`config.mk`:
```
export PLATFORM = sky130hd
export DESIGN_NAME = adcseq_sequencer
export DESIGN_NICKNAME = d
export VERILOG_FILES = /design/src/adcseq_pkg.sv /design/src/adcseq_sequencer.sv
export VERILOG_INCLUDE_DIRS = /design/src
export SDC_FILE = /design/constraint.sdc
export NUM_CORES = 1
export LEC_CHECK = 0
export ABC_AREA = 0
export ABC_CLOCK_PERIOD_IN_PS = 3560
export BUFFER_PORTS_ARGS = -buffer_cell sky130_fd_sc_hd__buf_2
export CORE_MARGIN = 4
export CORE_UTILIZATION = 35
export CTS_BUF_LIST = sky130_fd_sc_hd__clkbuf_16
export CTS_CLUSTER_DIAMETER = 40
export DETAILED_ROUTE_END_ITERATION = 6
export MAX_ROUTING_LAYER = met4
export PLACE_DENSITY = 0.64
export SYNTH_ARGS = -nofsm -noshare
export SYNTH_HDL_FRONTEND = slang
export SYNTH_SLANG_ARGS = --single-unit
export TNS_END_PERCENT = 10
```
`constraint.sdc`:
```
create_clock -name core_clk_i -period 3.56 [get_ports core_clk_i]
set_input_delay 0.178 -clock core_clk_i [delete_from_list [all_inputs] [get_ports core_clk_i]]
set_output_delay 0.178 -clock core_clk_i [all_outputs]
set_load 0.01 [all_outputs]
```
`src/adcseq_cfg.svh`:
```
// Constants of the converter sequencer: widths, reset values and timing counts
`ifndef ADCSEQ_CFG_SVH
`define ADCSEQ_CFG_SVH

// ==========================================================================
// Field widths
`define ADCSEQ_RAW_W        12
`define ADCSEQ_RES_W        16
`define ADCSEQ_ACC_W        20
`define ADCSEQ_PHASE_W      10
`define ADCSEQ_PRESCALER_FIELD_W      3
`define ADCSEQ_ACCN_W       3
`define ADCSEQ_SDLY_W       4
`define ADCSEQ_SLEN_W       8
`define ADCSEQ_IDLY_W       8
`define ADCSEQ_SCNT_W       8

// ==========================================================================
// Reset values
`define ADCSEQ_RESULT_RST   16'h0000
`define ADCSEQ_ACC_RST      20'h00000

// ==========================================================================
// Timing counts (converter clock phases are counted in half periods)
`define ADCSEQ_SAMPLE_BASE  10'h002
`define ADCSEQ_CONV_HALF    10'h01b
`define ADCSEQ_FORMAT_LAST  2'h1
`define ADCSEQ_TRUNC_LOG2   3'h4
`define ADCSEQ_BITS12       5'h0c
`define ADCSEQ_BITS10       5'h0a
`define ADCSEQ_RES_BITS     5'h10

`endif

```
`src/adcseq_pkg.sv`:
```
// Types shared by the converter sequencer: configuration carrier and states
`include "adcseq_cfg.svh"

package adcseq_pkg;

	// ======================================================================
	// Conversion settings, sampled at each start
	typedef struct packed {
		logic                         free_run_bit;             // Restart after each result
		logic                         diff_mode;                // Signed differential result
		logic                         res_10bit;                // 10-bit instead of 12-bit
		logic                         left_adjust_bit;          // MSbs into high byte
		logic [`ADCSEQ_ACCN_W-1:0]    accumulation_count_field; // log2 of sample count
		logic [`ADCSEQ_PRESCALER_FIELD_W-1:0]   prescaler_field;          // Half period minus one
		logic [`ADCSEQ_SDLY_W-1:0]    sampling_delay_field;     // Extra sample cycles
		logic [`ADCSEQ_SLEN_W-1:0]    sample_length_field;      // Extra sample cycles
		logic [`ADCSEQ_IDLY_W-1:0]    initialization_delay_field; // Wait before sampling
	} adcseq_cfg_t;

	// ======================================================================
	// Sequencer states
	typedef enum logic [2:0] {
		ADCSEQ_IDLE    = 3'h0,
		ADCSEQ_STARTUP = 3'h1,
		ADCSEQ_INIT    = 3'h2,
		ADCSEQ_SAMPLE  = 3'h3,
		ADCSEQ_CONVERT = 3'h4,
		ADCSEQ_FORMAT  = 3'h5
	} adcseq_state_t;

endpackage

```
`src/adcseq_sequencer.sv`:
```
// Converter sequencer: triggers, prescaler, phase timing and result formatting
//
// Overview of operation
// Start conversion one clock after trigger
// Prescaler held reset while idle
// Sample two then convert 13.5 converter cycles
// Two clock cycles of result formatting
// Store result and set ready flag
// Accumulate counted samples, start bit held
// One startup, then per-sample phases and formatting
// Free-run restarts right after completion
// Ready event and flag every conversion
// Free-run repeats whole accumulated conversions
// Software changes settings only outside free-run
// Sampling lasts two plus delay plus length
// Sample time includes delay and length
// Initialization delay holds off sampling
// Single-ended results unsigned, zero extended
// Differential results sign-extended two's complement
// Right adjust default, left adjust option
// Start bit reads one while busy
// Event rising edge starts conversion
// Accumulator cleared at every start
// Truncate sums beyond sixteen samples
// Converter clock from restartable counter divider
`timescale 1ns/100ps
`include "adcseq_cfg.svh"

module adcseq_sequencer (
	input  wire logic                         core_clk_i,             // Peripheral clock
	input  wire logic                         reset_i,                // Sync reset, high
	input  wire adcseq_pkg::adcseq_cfg_t      config_i,               // Conversion settings
	input  wire logic                         start_write_i,          // Write of one to start
	input  wire logic                         event_enable_i,         // Event start enable
	input  wire logic                         event_i,                // Incoming event level
	input  wire logic                         flag_clear_i,           // Clear ready flag
	input  wire logic [`ADCSEQ_RAW_W-1:0]     core_data_i,            // Converter core output
	output logic                              adc_clk_o,              // Converter clock
	output logic                              sample_hold_o,          // Sample phase active
	output logic                              converting_o,           // Conversion phase
	output logic                              start_conversion_bit_o, // Busy readback
	output logic [`ADCSEQ_RES_W-1:0]          result_register_o,      // Formatted result
	output logic                              result_ready_flag_o,    // Sticky ready flag
	output logic                              result_ready_event_o    // One-cycle ready event
);

	// ======================================================================
	// Functions

	// Widen one raw sample to accumulator width, signed or not
	function automatic logic [`ADCSEQ_ACC_W-1:0] sample_ext(
		input logic [`ADCSEQ_RAW_W-1:0] d,
		input logic                     diff,
		input logic                     r10
	);
		logic [`ADCSEQ_ACC_W-1:0] v;
		v = `ADCSEQ_ACC_RST;
		if (r10) begin
			// 10-bit mode keeps the upper bits of the core word
			v = diff ? {{10{d[11]}}, d[11:2]} : {10'h000, d[11:2]};
		end else begin
			v = diff ? {{8{d[11]}}, d} : {8'h00, d};
		end
		return v;
	endfunction

	// Truncate and adjust the accumulated sum into the result word
	function automatic logic [`ADCSEQ_RES_W-1:0] finalize(
		input logic [`ADCSEQ_ACC_W-1:0] a,
		input adcseq_pkg::adcseq_cfg_t  c
	);
		logic [2:0]                 tr;
		logic [2:0]                 keep;
		logic [4:0]                 lsh;
		logic [`ADCSEQ_ACC_W-1:0]   s;
		logic [`ADCSEQ_RES_W-1:0]   r;
		tr   = (c.accumulation_count_field > `ADCSEQ_TRUNC_LOG2) ?
		       3'(c.accumulation_count_field - `ADCSEQ_TRUNC_LOG2) : 3'h0;
		keep = (c.accumulation_count_field > `ADCSEQ_TRUNC_LOG2) ?
		       `ADCSEQ_TRUNC_LOG2 : c.accumulation_count_field;
		// Arithmetic shift keeps the sign of differential sums
		s    = `ADCSEQ_ACC_W'($signed(a) >>> tr);
		lsh  = 5'(`ADCSEQ_RES_BITS - (c.res_10bit ? `ADCSEQ_BITS10 : `ADCSEQ_BITS12)
		       - {2'h0, keep});
		r    = s[`ADCSEQ_RES_W-1:0];
		return c.left_adjust_bit ? `ADCSEQ_RES_W'(r << lsh) : r;
	endfunction

	// Length of the current phase in converter half periods
	function automatic logic [`ADCSEQ_PHASE_W-1:0] phase_target(
		input adcseq_pkg::adcseq_state_t s,
		input adcseq_pkg::adcseq_cfg_t   c
	);
		logic [`ADCSEQ_PHASE_W-1:0] sum;
		logic [`ADCSEQ_PHASE_W-1:0] t;
		sum = `ADCSEQ_SAMPLE_BASE + {6'h00, c.sampling_delay_field}
		      + {2'h0, c.sample_length_field};
		case (s)
			adcseq_pkg::ADCSEQ_INIT: begin
				t = {1'b0, c.initialization_delay_field, 1'b0};
			end
			adcseq_pkg::ADCSEQ_SAMPLE: begin
				t = {sum[`ADCSEQ_PHASE_W-2:0], 1'b0};
			end
			adcseq_pkg::ADCSEQ_CONVERT: begin
				t = `ADCSEQ_CONV_HALF;
			end
			default: begin
				t = 10'h001;
			end
		endcase
		return t;
	endfunction

	// ======================================================================
	// State

	adcseq_pkg::adcseq_state_t            state_r;       // Sequencer state
	adcseq_pkg::adcseq_state_t            state_nxt;     // Next state
	adcseq_pkg::adcseq_cfg_t              cfg_r;         // Settings of this run
	logic                                 evt_s1_r;      // Event sync stage one
	logic                                 evt_s2_r;      // Event sync stage two
	logic                                 evt_s3_r;      // Event edge history
	logic [`ADCSEQ_PRESCALER_FIELD_W-1:0]           div_cnt_r;     // Prescaler counter
	logic                                 adc_clk_r;     // Converter clock level
	logic [`ADCSEQ_PHASE_W-1:0]           phase_cnt_r;   // Half periods in phase
	logic [1:0]                           fmt_cnt_r;     // Formatting cycle
	logic [`ADCSEQ_SCNT_W-1:0]            samp_cnt_r;    // Samples taken so far
	logic [`ADCSEQ_ACC_W-1:0]             sample_r;      // Last widened sample
	logic [`ADCSEQ_ACC_W-1:0]             acc_r;         // Running sum
	logic [`ADCSEQ_RES_W-1:0]             result_r;      // Result word
	logic                                 flag_r;        // Ready flag
	logic                                 event_r;       // Ready event pulse
	logic                                 busy_r;        // Start bit readback
	logic                                 hold_r;        // Sample phase output
	logic                                 conv_r;        // Convert phase output

	// ======================================================================
	// Decoding

	wire                                  is_idle;       // Nothing in progress
	wire                                  evt_rise;      // Event rising edge
	wire                                  trigger;       // Accepted start
	wire                                  run_div;       // Prescaler released
	wire                                  half_tick;     // Converter half period
	wire [`ADCSEQ_PHASE_W-1:0]            target;        // Current phase length
	wire                                  phase_done;    // Phase finishes now
	wire                                  fmt_end;       // Last formatting cycle
	wire                                  last_sample;   // Final sample of burst
	wire                                  done;          // Conversion complete
	wire                                  restart;       // Free-run start
	wire                                  load_cfg;      // Capture settings

	assign is_idle     = (state_r == adcseq_pkg::ADCSEQ_IDLE);
	// Only the second and third stages are compared
	assign evt_rise    = evt_s2_r & ~evt_s3_r;
	// Starts while busy are ignored; the start bit already reads one
	assign trigger     = is_idle & (start_write_i | (event_enable_i & evt_rise));
	assign run_div     = (state_r == adcseq_pkg::ADCSEQ_INIT) |
	                     (state_r == adcseq_pkg::ADCSEQ_SAMPLE) |
	                     (state_r == adcseq_pkg::ADCSEQ_CONVERT);
	assign half_tick   = run_div & (div_cnt_r == cfg_r.prescaler_field);
	assign target      = phase_target(state_r, cfg_r);
	assign phase_done  = half_tick & (phase_cnt_r == `ADCSEQ_PHASE_W'(target - 10'h001));
	assign fmt_end     = (state_r == adcseq_pkg::ADCSEQ_FORMAT) &
	                     (fmt_cnt_r == `ADCSEQ_FORMAT_LAST);
	assign last_sample = (samp_cnt_r == `ADCSEQ_SCNT_W'((9'h001 <<
	                     cfg_r.accumulation_count_field) - 9'h001));
	assign done        = fmt_end & last_sample;
	// Free-run reads the live bit so software can stop it mid-run
	assign restart     = done & config_i.free_run_bit;
	assign load_cfg    = trigger | restart;

	// ======================================================================
	// Next state

	always_comb begin
		state_nxt = state_r;
		case (state_r)
			adcseq_pkg::ADCSEQ_IDLE: begin
				if (trigger) begin
					state_nxt = adcseq_pkg::ADCSEQ_STARTUP;
				end
			end
			adcseq_pkg::ADCSEQ_STARTUP: begin
				// One startup cycle per run, not per sample
				if (cfg_r.initialization_delay_field != 8'h00) begin
					state_nxt = adcseq_pkg::ADCSEQ_INIT;
				end else begin
					state_nxt = adcseq_pkg::ADCSEQ_SAMPLE;
				end
			end
			adcseq_pkg::ADCSEQ_INIT: begin
				if (phase_done) begin
					state_nxt = adcseq_pkg::ADCSEQ_SAMPLE;
				end
			end
			adcseq_pkg::ADCSEQ_SAMPLE: begin
				if (phase_done) begin
					state_nxt = adcseq_pkg::ADCSEQ_CONVERT;
				end
			end
			adcseq_pkg::ADCSEQ_CONVERT: begin
				if (phase_done) begin
					state_nxt = adcseq_pkg::ADCSEQ_FORMAT;
				end
			end
			adcseq_pkg::ADCSEQ_FORMAT: begin
				if (fmt_end) begin
					if (!last_sample) begin
						state_nxt = adcseq_pkg::ADCSEQ_SAMPLE;
					end else if (restart) begin
						state_nxt = adcseq_pkg::ADCSEQ_STARTUP;
					end else begin
						state_nxt = adcseq_pkg::ADCSEQ_IDLE;
					end
				end
			end
			default: begin
				state_nxt = adcseq_pkg::ADCSEQ_IDLE;
			end
		endcase
	end

	// ======================================================================
	// Sequencer registers

	// State, settings capture and phase outputs
	always_ff @(posedge core_clk_i) begin
		if (reset_i) begin
			state_r <= adcseq_pkg::ADCSEQ_IDLE;
			cfg_r   <= '0;
			busy_r  <= 1'b0;
			hold_r  <= 1'b0;
			conv_r  <= 1'b0;
		end else begin
			state_r <= state_nxt;
			if (load_cfg) begin
				cfg_r <= config_i;
			end
			// Start bit stays one across a whole burst and free-run
			busy_r  <= (state_nxt != adcseq_pkg::ADCSEQ_IDLE);
			hold_r  <= (state_nxt == adcseq_pkg::ADCSEQ_SAMPLE);
			conv_r  <= (state_nxt == adcseq_pkg::ADCSEQ_CONVERT);
		end
	end

	// Event synchroniser and edge history
	always_ff @(posedge core_clk_i) begin
		if (reset_i) begin
			evt_s1_r <= 1'b0;
			evt_s2_r <= 1'b0;
			evt_s3_r <= 1'b0;
		end else begin
			evt_s1_r <= event_i;
			evt_s2_r <= evt_s1_r;
			evt_s3_r <= evt_s2_r;
		end
	end

	// Prescaler: held cleared outside converter phases
	always_ff @(posedge core_clk_i) begin
		if (reset_i || !run_div) begin
			div_cnt_r <= 3'h0;
			adc_clk_r <= 1'b0;
		end else if (half_tick) begin
			div_cnt_r <= 3'h0;
			adc_clk_r <= ~adc_clk_r;
		end else begin
			div_cnt_r <= 3'(div_cnt_r + 3'h1);
		end
	end

	// Phase and formatting counters
	always_ff @(posedge core_clk_i) begin
		if (reset_i || (state_nxt != state_r)) begin
			phase_cnt_r <= 10'h000;
			fmt_cnt_r   <= 2'h0;
		end else begin
			if (half_tick) begin
				phase_cnt_r <= `ADCSEQ_PHASE_W'(phase_cnt_r + 10'h001);
			end
			if (state_r == adcseq_pkg::ADCSEQ_FORMAT) begin
				fmt_cnt_r <= 2'(fmt_cnt_r + 2'h1);
			end
		end
	end

	// Sample capture, accumulation and sample count
	always_ff @(posedge core_clk_i) begin
		if (reset_i) begin
			sample_r   <= `ADCSEQ_ACC_RST;
			acc_r      <= `ADCSEQ_ACC_RST;
			samp_cnt_r <= 8'h00;
		end else if (state_r == adcseq_pkg::ADCSEQ_STARTUP) begin
			acc_r      <= `ADCSEQ_ACC_RST;
			samp_cnt_r <= 8'h00;
		end else begin
			if ((state_r == adcseq_pkg::ADCSEQ_CONVERT) && phase_done) begin
				sample_r <= sample_ext(core_data_i, cfg_r.diff_mode, cfg_r.res_10bit);
			end
			// First formatting cycle adds the sample in
			if ((state_r == adcseq_pkg::ADCSEQ_FORMAT) && (fmt_cnt_r == 2'h0)) begin
				acc_r <= `ADCSEQ_ACC_W'(acc_r + sample_r);
			end
			if (fmt_end && !last_sample) begin
				samp_cnt_r <= 8'(samp_cnt_r + 8'h01);
			end
		end
	end

	// Result, sticky flag and event pulse
	always_ff @(posedge core_clk_i) begin
		if (reset_i) begin
			result_r <= `ADCSEQ_RESULT_RST;
			flag_r   <= 1'b0;
			event_r  <= 1'b0;
		end else begin
			if (done) begin
				result_r <= finalize(acc_r, cfg_r);
			end
			// A completion in the clear cycle keeps the flag set
			flag_r  <= done | (flag_r & ~flag_clear_i);
			event_r <= done;
		end
	end

	// ======================================================================
	// Outputs

	assign adc_clk_o              = adc_clk_r;
	assign sample_hold_o          = hold_r;
	assign converting_o           = conv_r;
	assign start_conversion_bit_o = busy_r;
	assign result_register_o      = result_r;
	assign result_ready_flag_o    = flag_r;
	assign result_ready_event_o   = event_r;

endmodule

```
# Word-level counts from Yosys, hierarchy flattened

Cells that the tools add are included.

Register bits: 120
Bits in latches: 0
Memory bits (writable): 0
Memory bits (read-only): 0
Output and inout bits: 22
Logic and storage cells: 102
Memories kept: 0

$add $sub $neg: 12
Multiply operators: 0
Divide/modulo/power cells: 0
Order comparisons: 1
Equality and inequality tests: 12
Shift operators: 3
Muxes and demuxes: 17
Bitwise operators: 18
Reductions and logical operators: 14

Operators with widths:

| cell                  | number |
|---|---|
| $mux 20               | 3 |
| $pmux 10 s3           | 1 |
| $mux 3                | 8 |
| $add 20x20->20        | 1 |
| $sshr 20x3->16        | 1 |
| $pmux 3 s6            | 1 |
| $mux 16               | 1 |
| $shl 16x5->16         | 1 |
| $add 10x1->10 const B | 1 |
| $eq 10x10->1          | 1 |
| $sub 10x1->10 const B | 1 |
| $add 5x8->9           | 1 |
| $and 1x1->1           | 9 |
| $eq 3x2->1 const B    | 3 |
| $eq 3x3->1 const B    | 3 |
| $add 8x1->8 const B   | 1 |
| $eq 8x8->1            | 1 |
| $reduce_bool 8->1     | 1 |
| $shl 1x3->8 const A   | 1 |
| $sub 8x1->8 const B   | 1 |
| $add 2x4->5 const A   | 1 |
| $or 1x1->1            | 5 |
| $sub 5x3->5           | 1 |
| $sub 5x4->5 const A   | 1 |
| other kinds (19)      | 28 |

# Logic depth before layout (Yosys ltp)

Depth in word-level cells: 11
Gate-level depth with buffers: 17
Gate-level depth less buffers: 16

# Worst setup path after synthesis

Ideal clock, no wire load.

Path type: register to register
From: register cfg_r[9] (netlist bit)
To: register busy_r, in the netlist start_conversion_bit_o
Arrival: 3,476 ps
Path slack: -43 ps
Cell stages (with the launch flop): 17
Buffers on the path: 0
Cell sequence: dfxtp_1 inv_1 ha_1 inv_1 ha_1 inv_1 fa_1 nor2b_1 or4_4 and4_4 or3_1 a32oi_1 nor4_4 o2111ai_4 mux2i_1 a31oi_1 or3_1

Word-level cells in the longest chain between the ends: 8
Elaborated cells on any way between the ends: 10
Classes of those cells: add/sub: 2; eq/ne: 1; mux: 5; bitwise: 1; reduce/logical: 1

RTL lines:

| element                          | RTL line                                                                  | RTL |
|---|---|---|
| start, declared                  | adcseq_sequencer.sv:120                                                   | `adcseq_pkg::adcseq_cfg_t cfg_r;` |
| start signal, assigned           | adcseq_sequencer.sv:239                                                   | `cfg_r <= config_i;` |
| $add 5x8->9 (no line) (*)        | -                                                                         |  |
| $pmux 10 s3 (*)                  | adcseq_sequencer.sv:98                                                    | `case (s)` |
| $sub 10x1->10 (*)                | adcseq_sequencer.sv:164                                                   | `` assign phase_done = half_tick & (phase_cnt_r == `ADCSEQ_PHASE_W'(target - 10'h001)); `` |
| $eq 10x10->1 (*)                 | adcseq_sequencer.sv:164                                                   |  |
| $and 1x1->1 (*)                  | adcseq_sequencer.sv:164                                                   |  |
| $mux 3, on equally long branches | adcseq_sequencer.sv:204, adcseq_sequencer.sv:194, adcseq_sequencer.sv:199 |  |
| $pmux 3 s6 (*)                   | adcseq_sequencer.sv:179                                                   | `case (state_r)` |
| $reduce_bool 3->1 (*)            | adcseq_sequencer.sv:242                                                   | `busy_r <= (state_nxt != adcseq_pkg::ADCSEQ_IDLE);` |
| end signal, assigned             | adcseq_sequencer.sv:242                                                   |  |
| end, declared                    | adcseq_sequencer.sv:134                                                   | `logic busy_r;` |

Mark *: on every way between the ends. The rest lies on a longest branch, timed or not.
A chain may end at the register's enable or synchronous reset.

# Worst setup path in the final report

Same ends and word-level chain as after synthesis.

==> results.md <==
- Psw: 1.15 mW
- Async SR Flop Fraction: 0
- Synthesized flop and latch total: ~110
- Sequential share of power: 0.407
- Reg area: roughly 2200 µm²
- Die Y: 150 µm
- Worst-skew pair later-pin latency: around 0.36 ns
- Placer Congestion: approximately 0.9
- Combinational share of power: 0.312
- Routed length per placed instance: around 15 µm
- Worst Path Required: approximately 3.8 ns
- Sw frac: 0.336
- Die footprint: 22600 µm²
- First-pass GRT wire length: 28600 µm
- CTS tree: yes
- Dpl hpwl: between 10000 and 15000 µm
- Grt ovf: 0
- Pleak: 3.48 nW
- Cts hold-fix bufs: 0
- Post-synthesis sequential area ratio: 0.316
- Mapped Area: 7100 µm²
- CP Cell Sequence: inv_1 > ha_4 > inv_2 > ha_4 > inv_2 > fa_2 > and3b_1 > o211a_1 > buf_4 > and4_4 > or3_4 > a32oi_2 > nor4_4 > o2111ai_4 > mux2i_2 > a31oi_1 > or3_1
- Achievable Freq: between 200 and 300 MHz
- Total number of vias: 6103
- Slowest stage delay, CP: 0.43 ns
- Total CTS buffers: 9
- Htree depth: 3
- Fin crit share: 1.08
- CTS sink count: roughly 110
- Routed Wire Length: 17500 µm
- Largest area contributor in the netlist: dfxtp_1
- P_int: approximately 2.3 mW
- 1st-pass router iterations: 5
- Antenna-violating nets left: 0
- RR Endpoint: start_conversion_bit_o
- Largest net degree at the start of global routing: a little under 60
- # rows: 51
- Length in cells of the worst reg-to-reg path: 17
- Setup ws final: -0.281 ns
- Skew final: between 0.01 and 0.015 ns
- Worst slew pin tran: between 0.9 and 1 ns
- # DRC: 0
- CTS Buffer Depth: 2
- Starting density of the core: 0.360
- Initial antenna violation count: 0
- I/O Buffers: about 70
- Clk slew on worst S/H paths: approximately 0.08 ns
- Endpoint class of the critical path: register
- Most used standard cell by instance count after synthesis: dfxtp_1
- Largest cells by area after synthesis: dfxtp_1, mux2i_1, ha_1
- EDFF count, synth: 0
- RSZ-0062 raised after global routing: yes
- Layout Nets: 994
- CP max FO: 4
- WS Path Type: reg2reg
- Vias/cell: roughly 5.2
- Slew headroom: 0.355
- Status: finished with violations
- Library cells used by synthesis: roughly 70
- Core area: 19700 µm²
- Slew Viols, Final: 0
- Final core utilization: 0.420
- Crit path time final: a little under 4 ns
- Die Span X: between 150 and 200 µm
- Crit start category: register
- N_diodes: 0
- Setup WS pre-CTS: -0.216 ns
- CP arrival: around 4 ns
- Share of the synthesized area in the top cell type: 0.316
- Pwr dens: approximately 410 nW/µm²
- Clock root buffer: clkbuf_16
- Commonest cells in the netlist: dfxtp_1, nor2_1, mux2i_1, nand2_1, a21oi_1
- Hold depth: 2
- Final-layout fill cell count: roughly 2000
- IO Pins: 70
- Worst VDD drop: 0.255 mV
- Clock share of power: 0.281
- Cells after Synth: ~840
- Top_reg_cell synth: dfxtp_1
- Max-Cap Viols: 0
- Area growth syn-to-layout: 16.6%
- Hold Path Sink: evt_s1_r
- Slowest cell on crit path: fa_2
- Share of post-route cells with drive strength above 1: 0.191
- Gr usage total: 0.160
- Vias in the first global route: slightly below 6000
- Final Hold Fails: 0
- R2R Path Start: cfg_r[9]
- Initial drt markers: 389
- Min-delay src: event_i
- Area taken by multi-input logic gates: ~4600 µm²
- Failing checks: negative setup slack
- Reg-to-reg slack, setup: -0.28 ns
- Syn nets: ~930
- Setup Viol. Count Final: 16
- Hold/Removal Path Class: in2reg
- Synth Warn #: 0
- Syn Area/Cell: ~8.5 µm²
## cells by family after synthesis
logic type / after synthesis / synth area share
buffers and inverters: 85 / 0.0502
AO/OA/AOI/OAI: 183 / 0.175
multiplexers: 95 / 0.142
flip-flops: 112 / 0.316
XOR/XNOR: 44 / 0.0543
AND/OR/NAND/NOR: 280 / 0.192
adder cells (fa/ha/maj): 39 / 0.0708
## worst max-delay path, delay by kind of cell (launching register included)
| kind | cells | cell delay, ns |
|---|---|---|
| DFF | 1 | 0.33 |
| adders and majority gates | 3 | 0.84 |
| AOI/OAI and AO/OA | 4 | 0.77 |
| and+or+nand+nor | 5 | 1.20 |
| buffers and inverters | 4 | 0.29 |
| muxes | 1 | 0.28 |
## layout make-up
class / instances / share of cell area
Sequential cell: 112 / 0.271
Timing Repair Buffer: 109 / 0.0856
Clock buffer: 9 / 0.0272
Tap cell: 265 / 0.0401
Clock inverter: 7 / 0.00559
Inverter: 34 / 0.0154
Multi-Input combinational cell: 641 / 0.555
## placed cells by master (no fill, tap or decap), types with 5 or more instances in the layout
| cell type | count |
|---|---|
| inv_1 | 30 |
| nor2b_1 | 14 |
| buf_2 | 69 |
| clkbuf_16 | 11 |
| o211ai_1 | 7 |
| o21ai_0 | 33 |
| nand2_1 | 64 |
| a31oi_1 | 10 |
| a21o_1 | 10 |
| nand2b_1 | 10 |
| a211oi_1 | 9 |
| ha_1 | 35 |
| mux2i_1 | 86 |
| a221oi_1 | 6 |
| xnor2_1 | 26 |
| a22oi_1 | 6 |
| dfxtp_1 | 110 |
| nor3_1 | 18 |
| nand4_1 | 6 |
| and3_1 | 5 |
| or3_1 | 6 |
| buf_4 | 33 |
| nand3_1 | 24 |
| nor2_1 | 98 |
| a21oi_1 | 57 |
| a211oi_2 | 9 |
| xor2_1 | 18 |
## metrics by stage
stage	cells	power (mW)	setup TNS (ns)	instance area [µm²]	hold WS [ns]
5_1_grt	1177	3.62	-6.97	8280	0.0538
4_1_cts	1172	3.42	-2.41	8120	0.0308
3_3_place_gp	1156	2.43	-1.12	7840	0.386
6_report	1177	3.41	-2.66	8280	0.0391
2_1_floorplan	838	2.19	0	7110	0.256
3_5_place_dp	1156	2.44	-2.02	7840	0.408
## per-layer routing
metal | global-route usage | part of all wire | routed length (µm) | up-vias
met5 | - | 0 | 0 | -
met4 | 0.0471 | 0.018 | 308 | 0
met3 | 0.0292 | 0.035 | 618 | 22
met2 | 0.254 | 0.48 | 8310 | 96
met1 | 0.208 | 0.47 | 8250 | 2862
li1 | - | - | - | 3123
## registers in the layout, summed over array words and instances (netlist names)
name	flops
evt_s2_r	1
state_r	3
converting_o	1
div_cnt_r	3
phase_cnt_r	10
result_ready_flag_o	1
evt_s1_r	1
fmt_cnt_r	2
result_register_o	16
start_conversion_bit_o	1
adc_clk_o	1
samp_cnt_r	8
acc_r	19
sample_hold_o	1
sample_r	13
evt_s3_r	1
cfg_r	29
result_ready_event_o	1
## power by group through the flow
| stage | Clock, mW | Sequential, mW | Combinational, mW |
|---|---|---|---|
| 2_1_floorplan | 0 | 1.39 | 0.800 |
| 3_3_place_gp | 0 | 1.42 | 1.02 |
| 3_5_place_dp | 0 | 1.42 | 1.02 |
| 4_1_cts | 1.00 | 1.39 | 1.03 |
| 5_1_grt | 1.04 | 1.40 | 1.17 |
| 6_report | 0.961 | 1.39 | 1.06 |
## timing repair
action / 4_1_cts / 5_1_grt
endpoints found under the setup margin: 16 / 31
gates resized for setup: 2 / 22
buffers inserted: 0 / 3
cloned: 0 / 2
pin swaps: 0 / 15
## how the worst max path moves through the flow
stage	from	slack [ns]	cells past startpoint	to
after detailed placement	cfg_r[9]	-0.22	16	start_conversion_bit_o
after global placement	cfg_r[9]	-0.13	17	sample_r[18]
final	cfg_r[9]	-0.28	17	start_conversion_bit_o
after global routing	cfg_r[17]	-0.45	18	sample_r[2]
after floorplan	cfg_r[9]	0.003	16	start_conversion_bit_o
after CTS	cfg_r[9]	-0.25	16	start_conversion_bit_o
(Power assumes the default switching activity.)
